File: src/tcc_pkg.sv
package tcc_pkg;
	// register indices on the plain register port
	localparam logic [2:0] ADDR_CONTROL = 3'h0;
	localparam logic [2:0] ADDR_COUNT   = 3'h1;
	localparam logic [2:0] ADDR_COMPARE = 3'h2;
	localparam logic [2:0] ADDR_FLAGS   = 3'h3;
	localparam logic [2:0] ADDR_IRQEN   = 3'h4;
	localparam logic [2:0] ADDR_PORT    = 3'h5;
	localparam logic [2:0] ADDR_STATUS  = 3'h6;

	// control register field positions
	localparam int CTL_CS_LSB  = 0;
	localparam int CTL_WGM0    = 3;
	localparam int CTL_COM_LSB = 4;
	localparam int CTL_WGM1    = 6;
	localparam int CTL_FORCE   = 7;
	// flag / enable bit positions
	localparam int FLG_OVF = 0;
	localparam int FLG_CMP = 1;
	// port register bits
	localparam int PRT_OUT = 0;
	localparam int PRT_DIR = 1;
	// status register bit
	localparam int STS_GIE = 7;

	localparam logic [7:0] COUNT_MAX    = 8'hFF;
	localparam logic [7:0] COUNT_BOTTOM = 8'h00;
	localparam logic [7:0] RESET_BYTE   = 8'h00;

	typedef enum logic [1:0] {
		MODE_NORMAL = 2'b00,
		MODE_PWM_PC = 2'b01,
		MODE_CTC    = 2'b10,
		MODE_FAST   = 2'b11
	} tcc_mode_type;

	// one register access from the processor
	typedef struct packed {
		logic [2:0] addr;
		logic [7:0] wdata;
		logic       wr;
		logic       rd;
	} tcc_bus_type;
endpackage

File: src/tcc_timer.sv
`timescale 1ns/1ns
// Functional notes
// RULE_01: tick comes from clock_source_select; zero means no tick, counter stopped.
// RULE_02: each tick clears, increments or decrements count_value per mode.
// RULE_03: processor may read and write count_value at any time.
// RULE_04: processor write to count_value beats any clear or count.
// RULE_05: counting sequence follows the two-bit waveform_mode_select field.
// RULE_06: overflow_flag set where mode defines; usable as interrupt request.
// RULE_07: count equals compare continuously; match sets compare_flag one tick later.
// RULE_08: compare irq only when flag, enable and global enable all set.
// RULE_09: compare_flag cleared by interrupt service or by writing one.
// RULE_10: waveform uses match, mode, action, plus max and bottom indications.
// RULE_11: PWM modes double-buffer compare_value, loaded at top or bottom.
// RULE_12: buffered modes write the buffer; otherwise the active compare register.
// RULE_13: force strobe in non-PWM updates output only; no flag, no clear.
// RULE_14: count write blocks compare matches in the following tick, even stopped; code masks compare_flag and output only, mode 2 still clears.
// RULE_15: compare_output keeps its value across mode changes.
// RULE_16: compare_output_action is unbuffered; pin source switches immediately.
// RULE_17: new action governs from next match; force makes it act at once.
// RULE_18: system reset clears compare_output to zero.
// RULE_19: nonzero action drives pin from compare_output; direction bit still rules.
// RULE_20: pin override depends on action alone, not on mode.
// RULE_21: action zero leaves compare_output unchanged on match in all modes.
// RULE_22: software should set up compare_output before enabling pin output.
// RULE_23: mode 0 counts up, wraps to zero; overflow set as count becomes zero.
// RULE_24: mode 2 clears count_value on match with compare_value.
// RULE_25: mode 3 counts single-slope zero to max, then restarts.
// RULE_26: mode 1 counts dual-slope up to max and back down to zero.
// RULE_27: tick is a one-cycle enable pulse; everything runs on the system clock.
module tcc_timer (
	// clock and reset
	input  wire logic              REF_CLK,
	input  wire logic              SYS_RST,
	// register port
	input  wire tcc_pkg::tcc_bus_type BUS,
	output logic [7:0]             RDATA,
	// prescaler tick, one cycle, already selected by clock_source_select
	input  wire logic              TIMER_TICK,
	// interrupt service acknowledges for the compare and overflow vectors
	input  wire logic              CMP_IRQ_ACK,
	input  wire logic              OVF_IRQ_ACK,
	// requests and pin
	output logic                   CMP_IRQ,
	output logic                   OVF_IRQ,
	output logic                   PIN_OUT,
	output logic                   PIN_OE
);
	logic [7:0] ctl_q;
	logic [7:0] count_q;
	logic [7:0] cmp_q;
	logic [7:0] cmp_buf_q;
	logic [1:0] flags_q;
	logic [1:0] irqen_q;
	logic [1:0] port_q;
	logic       gie_q;
	logic       oc_q;
	logic       down_q;
	logic       block_q;
	logic [7:0] rdata_q;
	logic       cmp_irq_q;
	logic       ovf_irq_q;
	logic       pin_out_q;
	logic       pin_oe_q;

	tcc_pkg::tcc_mode_type mode;
	logic [1:0] action;
	logic       pwm;
	logic       tick;
	logic       wr_ctl;
	logic       wr_cnt;
	logic       match;
	logic       at_max;
	logic       at_bottom;
	logic       force_cmp;
	logic [7:0] count_d;
	logic       ovf_set;
	logic       down_d;

	assign mode   = tcc_pkg::tcc_mode_type'({ctl_q[tcc_pkg::CTL_WGM1], ctl_q[tcc_pkg::CTL_WGM0]});
	assign action = ctl_q[tcc_pkg::CTL_COM_LSB +: 2];
	assign pwm    = (mode == tcc_pkg::MODE_PWM_PC) || (mode == tcc_pkg::MODE_FAST);
	// a zero clock source gates every tick away
	assign tick   = TIMER_TICK && (ctl_q[tcc_pkg::CTL_CS_LSB +: 3] != 3'h0); // RULE_01 RULE_27
	assign wr_ctl = BUS.wr && (BUS.addr == tcc_pkg::ADDR_CONTROL);
	assign wr_cnt = BUS.wr && (BUS.addr == tcc_pkg::ADDR_COUNT);
	assign at_max    = (count_q == tcc_pkg::COUNT_MAX);    // RULE_10
	assign at_bottom = (count_q == tcc_pkg::COUNT_BOTTOM); // RULE_10
	// comparator is live always, but a count write masks the next tick
	assign match  = (count_q == cmp_q) && !block_q; // RULE_07 RULE_14
	// force obeys the mode carried by the same write, as it does the action bits;
	// both pwm codes have the low mode bit set, and the strobe is never stored
	assign force_cmp = wr_ctl && BUS.wdata[tcc_pkg::CTL_FORCE] // RULE_13
		&& !BUS.wdata[tcc_pkg::CTL_WGM0];

	// next count and overflow point per mode
	always_comb begin
		count_d = count_q;
		ovf_set = 1'b0;
		down_d  = down_q;
		unique case (mode) // RULE_05
			tcc_pkg::MODE_NORMAL: begin
				count_d = count_q + 8'h01; // RULE_23
				ovf_set = at_max;          // RULE_23
			end
			tcc_pkg::MODE_CTC: begin
				count_d = (count_q == cmp_q) ? tcc_pkg::COUNT_BOTTOM : count_q + 8'h01; // RULE_24
				ovf_set = at_max;
			end
			tcc_pkg::MODE_FAST: begin
				count_d = at_max ? tcc_pkg::COUNT_BOTTOM : count_q + 8'h01; // RULE_25
				ovf_set = at_max;
			end
			tcc_pkg::MODE_PWM_PC: begin
				// turn round at max and at bottom; overflow at bottom
				if (at_max) begin
					down_d = 1'b1; // RULE_26
				end else if (at_bottom) begin
					down_d = 1'b0; // RULE_26
				end
				count_d = down_d ? count_q - 8'h01 : count_q + 8'h01; // RULE_02
				ovf_set = at_bottom && down_q;
			end
		endcase
	end

	// counter; processor write wins over the tick
	always_ff @(posedge REF_CLK) begin
		if (SYS_RST) begin
			count_q <= tcc_pkg::RESET_BYTE;
			down_q  <= 1'b0;
		end else if (wr_cnt) begin
			count_q <= BUS.wdata; // RULE_03 RULE_04
		end else if (tick) begin
			count_q <= count_d; // RULE_02
			down_q  <= down_d;
		end
	end

	// block flag lives until the next tick has passed, even while stopped
	always_ff @(posedge REF_CLK) begin
		if (SYS_RST) begin
			block_q <= 1'b0;
		end else if (wr_cnt) begin
			block_q <= 1'b1; // RULE_14
		end else if (tick) begin
			block_q <= 1'b0;
		end
	end

	// control, enables, port and global enable registers
	always_ff @(posedge REF_CLK) begin
		if (SYS_RST) begin
			ctl_q   <= tcc_pkg::RESET_BYTE;
			irqen_q <= 2'h0;
			port_q  <= 2'h0;
			gie_q   <= 1'b0;
		end else if (BUS.wr) begin
			if (BUS.addr == tcc_pkg::ADDR_CONTROL) begin
				ctl_q <= {1'b0, BUS.wdata[6:0]}; // RULE_16
			end
			if (BUS.addr == tcc_pkg::ADDR_IRQEN) begin
				irqen_q <= BUS.wdata[1:0];
			end
			if (BUS.addr == tcc_pkg::ADDR_PORT) begin
				port_q <= BUS.wdata[1:0];
			end
			if (BUS.addr == tcc_pkg::ADDR_STATUS) begin
				gie_q <= BUS.wdata[tcc_pkg::STS_GIE];
			end
		end
	end

	// compare register; buffered in pwm modes, updated at top (max) in both
	always_ff @(posedge REF_CLK) begin
		if (SYS_RST) begin
			cmp_q     <= tcc_pkg::RESET_BYTE;
			cmp_buf_q <= tcc_pkg::RESET_BYTE;
		end else begin
			if (BUS.wr && BUS.addr == tcc_pkg::ADDR_COMPARE) begin
				cmp_buf_q <= BUS.wdata; // RULE_12
			end
			if (!pwm) begin
				// direct access; buffer tracks so a later mode switch is clean
				if (BUS.wr && BUS.addr == tcc_pkg::ADDR_COMPARE) begin
					cmp_q <= BUS.wdata; // RULE_11 RULE_12
				end
			end else if (tick && ((mode == tcc_pkg::MODE_FAST && at_max) ||
					(mode == tcc_pkg::MODE_PWM_PC && at_max))) begin
				cmp_q <= cmp_buf_q; // RULE_11
			end
		end
	end

	// flags: hardware set beats software clear
	always_ff @(posedge REF_CLK) begin
		if (SYS_RST) begin
			flags_q <= 2'h0;
		end else begin
			if (tick && !wr_cnt && ovf_set) begin
				flags_q[tcc_pkg::FLG_OVF] <= 1'b1; // RULE_06
			end else if (OVF_IRQ_ACK || (BUS.wr && BUS.addr == tcc_pkg::ADDR_FLAGS &&
					BUS.wdata[tcc_pkg::FLG_OVF])) begin
				flags_q[tcc_pkg::FLG_OVF] <= 1'b0;
			end
			if (tick && match) begin
				flags_q[tcc_pkg::FLG_CMP] <= 1'b1; // RULE_07
			end else if (CMP_IRQ_ACK || (BUS.wr && BUS.addr == tcc_pkg::ADDR_FLAGS &&
					BUS.wdata[tcc_pkg::FLG_CMP])) begin
				flags_q[tcc_pkg::FLG_CMP] <= 1'b0; // RULE_09
			end
		end
	end

	// waveform register: match or force applies the action; zero action holds
	always_ff @(posedge REF_CLK) begin
		if (SYS_RST) begin
			oc_q <= 1'b0; // RULE_18
		end else if (force_cmp) begin
			// force uses the action in the same write, so it acts at once
			unique case (BUS.wdata[tcc_pkg::CTL_COM_LSB +: 2]) // RULE_13 RULE_17
				2'b00: oc_q <= oc_q; // RULE_21
				2'b01: oc_q <= ~oc_q;
				2'b10: oc_q <= 1'b0;
				2'b11: oc_q <= 1'b1;
			endcase
		end else if (tick) begin
			unique case (mode) // RULE_10 RULE_15
				tcc_pkg::MODE_NORMAL, tcc_pkg::MODE_CTC: begin
					if (match) begin
						unique case (action) // RULE_17
							2'b00: oc_q <= oc_q; // RULE_21
							2'b01: oc_q <= ~oc_q;
							2'b10: oc_q <= 1'b0;
							2'b11: oc_q <= 1'b1;
						endcase
					end
				end
				tcc_pkg::MODE_FAST: begin
					// clear or set at match, the opposite at the wrap to bottom
					if (action[1] && match && cmp_q != tcc_pkg::COUNT_MAX) begin
						oc_q <= action[0]; // RULE_10
					end else if (action[1] && at_max) begin
						oc_q <= ~action[0];
					end
				end
				tcc_pkg::MODE_PWM_PC: begin
					if (action[1] && match) begin
						oc_q <= down_q ? ~action[0] : action[0]; // RULE_10
					end
				end
			endcase
		end
	end

	// registered outputs: read data, requests and pin mux
	always_ff @(posedge REF_CLK) begin
		if (SYS_RST) begin
			rdata_q   <= tcc_pkg::RESET_BYTE;
			cmp_irq_q <= 1'b0;
			ovf_irq_q <= 1'b0;
			pin_out_q <= 1'b0;
			pin_oe_q  <= 1'b0;
		end else begin
			rdata_q <= tcc_pkg::RESET_BYTE;
			if (BUS.rd) begin
				unique case (BUS.addr)
					tcc_pkg::ADDR_CONTROL: rdata_q <= ctl_q;
					tcc_pkg::ADDR_COUNT:   rdata_q <= count_q; // RULE_03
					tcc_pkg::ADDR_COMPARE: rdata_q <= pwm ? cmp_buf_q : cmp_q; // RULE_12
					tcc_pkg::ADDR_FLAGS:   rdata_q <= {6'h00, flags_q};
					tcc_pkg::ADDR_IRQEN:   rdata_q <= {6'h00, irqen_q};
					tcc_pkg::ADDR_PORT:    rdata_q <= {5'h00, oc_q, port_q};
					tcc_pkg::ADDR_STATUS:  rdata_q <= {gie_q, 7'h00};
					default:               rdata_q <= tcc_pkg::RESET_BYTE;
				endcase
			end
			cmp_irq_q <= flags_q[tcc_pkg::FLG_CMP] && irqen_q[tcc_pkg::FLG_CMP] && gie_q; // RULE_08
			ovf_irq_q <= flags_q[tcc_pkg::FLG_OVF] && irqen_q[tcc_pkg::FLG_OVF] && gie_q; // RULE_06
			// override follows the action bits only, whatever the mode
			pin_out_q <= (action != 2'b00) ? oc_q : port_q[tcc_pkg::PRT_OUT]; // RULE_19 RULE_20
			pin_oe_q  <= port_q[tcc_pkg::PRT_DIR]; // RULE_19 RULE_22
		end
	end

	assign RDATA   = rdata_q;
	assign CMP_IRQ = cmp_irq_q;
	assign OVF_IRQ = ovf_irq_q;
	assign PIN_OUT = pin_out_q;
	assign PIN_OE  = pin_oe_q;

	// assertions
	property p_count_write;
		@(posedge REF_CLK) disable iff (SYS_RST)
		wr_cnt |=> count_q == $past(BUS.wdata);
	endproperty
	a_count_write: assert property (p_count_write) else $error("count write lost"); // RULE_04

	property p_stopped;
		@(posedge REF_CLK) disable iff (SYS_RST)
		(ctl_q[2:0] == 3'h0 && !wr_cnt) |=> $stable(count_q);
	endproperty
	a_stopped: assert property (p_stopped) else $error("count moved while stopped"); // RULE_01

	property p_normal_inc;
		@(posedge REF_CLK) disable iff (SYS_RST)
		(tick && !wr_cnt && mode == tcc_pkg::MODE_NORMAL) |=> count_q == $past(count_q) + 8'h01;
	endproperty
	a_normal_inc: assert property (p_normal_inc) else $error("normal mode step wrong"); // RULE_23

	property p_ovf_wrap;
		@(posedge REF_CLK) disable iff (SYS_RST)
		(tick && !wr_cnt && mode == tcc_pkg::MODE_NORMAL && at_max)
		|=> flags_q[tcc_pkg::FLG_OVF] && count_q == 8'h00;
	endproperty
	a_ovf_wrap: assert property (p_ovf_wrap) else $error("overflow not set at wrap"); // RULE_23

	property p_ctc_clear;
		@(posedge REF_CLK) disable iff (SYS_RST)
		(tick && !wr_cnt && mode == tcc_pkg::MODE_CTC && count_q == cmp_q) |=> count_q == 8'h00;
	endproperty
	a_ctc_clear: assert property (p_ctc_clear) else $error("ctc did not clear"); // RULE_24

	property p_block;
		@(posedge REF_CLK) disable iff (SYS_RST)
		(block_q && tick && count_q == cmp_q && !flags_q[tcc_pkg::FLG_CMP])
		|=> !flags_q[tcc_pkg::FLG_CMP];
	endproperty
	a_block: assert property (p_block) else $error("match not blocked"); // RULE_14

	property p_cmp_irq;
		@(posedge REF_CLK) disable iff (SYS_RST)
		CMP_IRQ |-> $past(flags_q[tcc_pkg::FLG_CMP] && irqen_q[tcc_pkg::FLG_CMP] && gie_q);
	endproperty
	a_cmp_irq: assert property (p_cmp_irq) else $error("spurious compare irq"); // RULE_08

	property p_zero_action;
		@(posedge REF_CLK) disable iff (SYS_RST)
		(action == 2'b00 && !force_cmp) |=> $stable(oc_q);
	endproperty
	a_zero_action: assert property (p_zero_action) else $error("output moved with zero action"); // RULE_21

	property p_force_no_flag;
		@(posedge REF_CLK) disable iff (SYS_RST)
		(force_cmp && !tick) |=> !$rose(flags_q[tcc_pkg::FLG_CMP]) && $stable(count_q);
	endproperty
	a_force_no_flag: assert property (p_force_no_flag) else $error("force set the flag"); // RULE_13

	property p_buffer_load;
		@(posedge REF_CLK) disable iff (SYS_RST)
		(pwm && tick && at_max) |=> cmp_q == $past(cmp_buf_q);
	endproperty
	a_buffer_load: assert property (p_buffer_load) else $error("buffer not loaded"); // RULE_11

	property p_direct_cmp;
		@(posedge REF_CLK) disable iff (SYS_RST)
		(!pwm && BUS.wr && BUS.addr == tcc_pkg::ADDR_COMPARE)
		|=> cmp_q == $past(BUS.wdata);
	endproperty
	a_direct_cmp: assert property (p_direct_cmp) else $error("direct compare write lost"); // RULE_12

	property p_pin_source;
		@(posedge REF_CLK) disable iff (SYS_RST)
		(action != 2'b00)
		|=> PIN_OUT == $past(oc_q) && PIN_OE == $past(port_q[tcc_pkg::PRT_DIR]);
	endproperty
	a_pin_source: assert property (p_pin_source) else $error("pin not fed by waveform"); // RULE_19

	property p_pc_turn;
		@(posedge REF_CLK) disable iff (SYS_RST)
		(tick && !wr_cnt && mode == tcc_pkg::MODE_PWM_PC && at_max)
		|=> count_q == tcc_pkg::COUNT_MAX - 8'h01 && down_q;
	endproperty
	a_pc_turn: assert property (p_pc_turn) else $error("no turn at max"); // RULE_26

	c_ovf: cover property (@(posedge REF_CLK) flags_q[tcc_pkg::FLG_OVF]);
	c_cmp_irq: cover property (@(posedge REF_CLK) CMP_IRQ);
	c_fast: cover property (@(posedge REF_CLK) mode == tcc_pkg::MODE_FAST && tick && at_max);
	c_pc_down: cover property (@(posedge REF_CLK) down_q && tick && at_bottom);
	c_force: cover property (@(posedge REF_CLK) force_cmp);
endmodule // tcc_timer

File: config.mk
export PLATFORM = sky130hd
export DESIGN_NAME = tcc_timer
export DESIGN_NICKNAME = d
export VERILOG_FILES = /design/src/tcc_pkg.sv /design/src/tcc_timer.sv
export SDC_FILE = /design/constraint.sdc
export NUM_CORES = 1
export LEC_CHECK = 0
export ABC_AREA = 0
export CORE_MARGIN = 2
export CORE_UTILIZATION = 42
export CTS_CLUSTER_SIZE = 28
export DETAILED_ROUTE_END_ITERATION = 7
export DONT_BUFFER_PORTS = 1
export PLACE_DENSITY = 0.6
export SLEW_MARGIN = 20
export SYNTH_ARGS = -nofsm -noshare
export SYNTH_HDL_FRONTEND = slang
export SYNTH_SLANG_ARGS = --single-unit
File: constraint.sdc
create_clock -name REF_CLK -period 2 [get_ports REF_CLK]
set_input_delay 0 -clock REF_CLK [delete_from_list [all_inputs] [get_ports REF_CLK]]
set_output_delay 0 -clock REF_CLK [all_outputs]
set_load 0.02 [all_outputs]
==> run summary <==
Status - completed
Routability cong. - 0.876
Sequential Area - 1060 µm²
N_diodes - 0
Crit share post-route - 94.3%
Synth top area share - 32.9%
Layout cells sized above 1 - 13.6%
Clock Tree Buf Depth - 2
Hold path startpoint - BUS[12]
Vias in the first global route - 2869
Clock Latency Late Sink - 0.31 ns
Mapped Cells - 400
Initial DRC Count - 277
Die area - 8400 µm²
Detailed-route DRC error count - 0
Tot GR Track Use - 25.0%
First-pass DRT Iterations - 5
Die width - 91.7 µm
Fin crit period - 1.89 ns
Via count - 3083
Fmax achieved - 530 MHz
TritonCTS Sinks - 53
Worst Setup SP - count_q[7]$_SDFFE_PP0P_
Post-Syn Area per Cell - 8.07 µm²
First-pass GRT wire length - 16400 µm
Core Area - 7330 µm²
Maxcap violations - 0
FP Rows - 31
P&R area growth vs syn - 16.9%
FF-to-FF Start - count_q[7]$_SDFFE_PP0P_
Post-synth ARST share - 0%
Reg2Reg Setup Slack - 0.11 ns
Synthesized Nets - 421
Wire per inst - 19.6 µm
Sequential area share after synthesis - 32.9%
Worst Tran Pin Value - 0.698 ns
Kind of critical path - reg -> reg
Final Net Count - 447
I/O Pins - 30
Final Slew Violations - 0
Hold endpoint - port_q[0]$_SDFFE_PP0P_
Final cell count without fillers - 526
Setup TNS - 0 ns
RSZ-0062 raised after global routing - false
Vias per inst - 5.86
Detailed Place HPWL - 7190 µm
CTS root buf - clkbuf_8
Cts bufs inserted - 5
H-tree depth - 2
Worst path required time - 2.22 ns
HP Class - in -> reg
Pwr Density - 571 nW/µm²
Type of origin of the critical path - flip-flop
Yosys top cell by area - dfxtp_1
Worst rel slew slack - 53.3%
Synthesized cell area - 3230 µm²
Reg clk slew, reported paths - 0.10 ns
Worst-case reg-to-reg path depth - 6
DIE HEIGHT - 91.7 µm
Skew final - 0.00899 ns
WHS Path Cells - 3
Final Setup Violations - 0
Post-synth EDFFs - 0
Starting Density - 44.0%
VDD IR max - 357 µV
Fill count - 717
R2r endpoint - count_q[1]$_SDFFE_PP0P_
Leak - 1.41 nW
Worst Path Max Fanout - 5
Buffers on Ports - 0
Synth warn - 0
Synth cell types - 59
CP arrival - 2.11 ns
Initial antenna violation count - 0
CP endpoint kind - flip-flop
Ys flop type - dfxtp_1
Largest net degree at the start of global routing - 45
Final Hold Viols - 0
Dpl cells - 496
Flops & latches, synth - 53
CTS tree - yes
Largest cells by area after synthesis - dfxtp_1 33%, mux2i_1 8.7%, nand2_1 5.6%
Area of the multi-input gates - 2010 µm²
Grt ovf - 0
Post-Route WL - 10300 µm
Detail Route Antenna Nets - 0
-- how the worst max path moves through the flow --
stage | endpoint | slack [ns]
after floorplan | count_q[6]$_SDFFE_PP0P_ | 0.19
after global placement | count_q[1]$_SDFFE_PP0P_ | 0.11
after detailed placement | count_q[1]$_SDFFE_PP0P_ | 0.03
after CTS | count_q[1]$_SDFFE_PP0P_ | 0.01
after global routing | count_q[1]$_SDFFE_PP0P_ | 0.03
final | count_q[1]$_SDFFE_PP0P_ | 0.11
-- stage by stage --
stage / utilization, % / setup WS [ns] / hold slack (ns) / instance area (µm²) / power [mW]
CTS: 51.2 / 0.0143 / 0.00240 / 3760 / 2.15
floorplan: - / 0.190 / 0.136 / 3230 / 1.37
detailed placement: 46.8 / 0.0317 / 0.0762 / 3430 / 1.44
finish: 51.5 / 0.113 / 0.00755 / 3770 / 2.16
global route: 51.5 / 0.0315 / 0.0356 / 3770 / 2.23
global placement: 46.8 / 0.107 / 0.0735 / 3430 / 1.44
-- cell type report --
| class | count | share of cell area, % |
|---|---|---|
| repair buffers | 48 | 11.6 |
| well taps | 99 | 3.28 |
| flip-flops and latches | 53 | 28.2 |
| multi-input cells | 308 | 53.3 |
| inverters | 10 | 0.995 |
| clock buffers | 6 | 2.19 |
| clock inverters | 2 | 0.365 |
-- registers in the layout, summed over array words and instances, names as in the netlist --
signal / cells
ctl_q: 7
cmp_buf_q: 8
CMP_IRQ: 1
oc_q: 1
down_q: 1
port_q: 2
cmp_q: 8
PIN_OE: 1
OVF_IRQ: 1
gie_q: 1
PIN_OUT: 1
irqen_q: 2
count_q: 8
block_q: 1
RDATA: 8
flags_q: 2
-- synth_stat cells, types with 8 or more instances --
master    instances
inv_1            10
nand4_1           8
clkbuf_1         16
nor2_1           42
a21oi_1          29
o21ai_0          13
nand3_1          15
buf_2            10
xor2_1           12
mux2_2            9
a211oi_1          8
dfxtp_1          53
nor2b_1           9
mux2i_1          28
nand2_1          48
-- where the power goes --
part | leakage [nW] | internal, mW | switching [mW]
registers | 0.430 | 1.08 | 0.0349
clock network | 0.0512 | 0.282 | 0.381
logic | 0.929 | 0.171 | 0.206
total | 1.41 | 1.53 | 0.621
-- worst max-delay path: stages, from the launching register on --
cell,delay [ns]
dfxtp_1,0.52
nand3_1,0.20
or2_2,0.38
a21oi_4,0.19
buf_4,0.16
nand3b_1,0.08
a31oi_1,0.26
-- cells by family (layout without fill, tap and decap cells) --
family | Yosys count | in the layout | synth area share (%)
xor+xnor | 18 | 18 | 4.89
mux | 37 | 37 | 11.8
buf+inv | 39 | 66 | 5.16
simple gates | 161 | 161 | 25.0
flops | 53 | 53 | 32.9
compound gates | 89 | 89 | 19.1
fa+ha+maj | 3 | 3 | 1.16
-- layout by cell type (no fill, tap or decap), types with 4 or more instances in the layout --
master / n
mux2_2: 9
a211oi_1: 8
buf_4: 25
o21ai_0: 13
xnor2_1: 6
or3_1: 6
inv_1: 10
nand4_1: 8
nor2b_1: 9
nand2_1: 48
dfxtp_1: 50
nor4_1: 4
nand2b_1: 4
clkbuf_8: 6
nor3_1: 6
nand3b_1: 5
nor2_1: 42
a21oi_1: 29
nand3_1: 15
mux2i_1: 28
dlygate4sd3_1: 21
xor2_1: 12
-- layer usage --
layer  track usage (%)  wire length (µm)  part of all wire (%)
met3              3.94               622                   6.0
met5                 0                 0                     0
met1              35.9              4820                    47
met2              39.3              4770                    46
met4              5.43               112                   1.1
-- repair_timing --
item | CTS | global route
hold buffers | 22 | 0
buffers inserted | 0 | 0
endpoints found under the setup margin | 0 | 8
endpoints found under the hold margin | 53 | 0
gates resized for setup | 0 | 5
(Power assumes the default switching activity.)
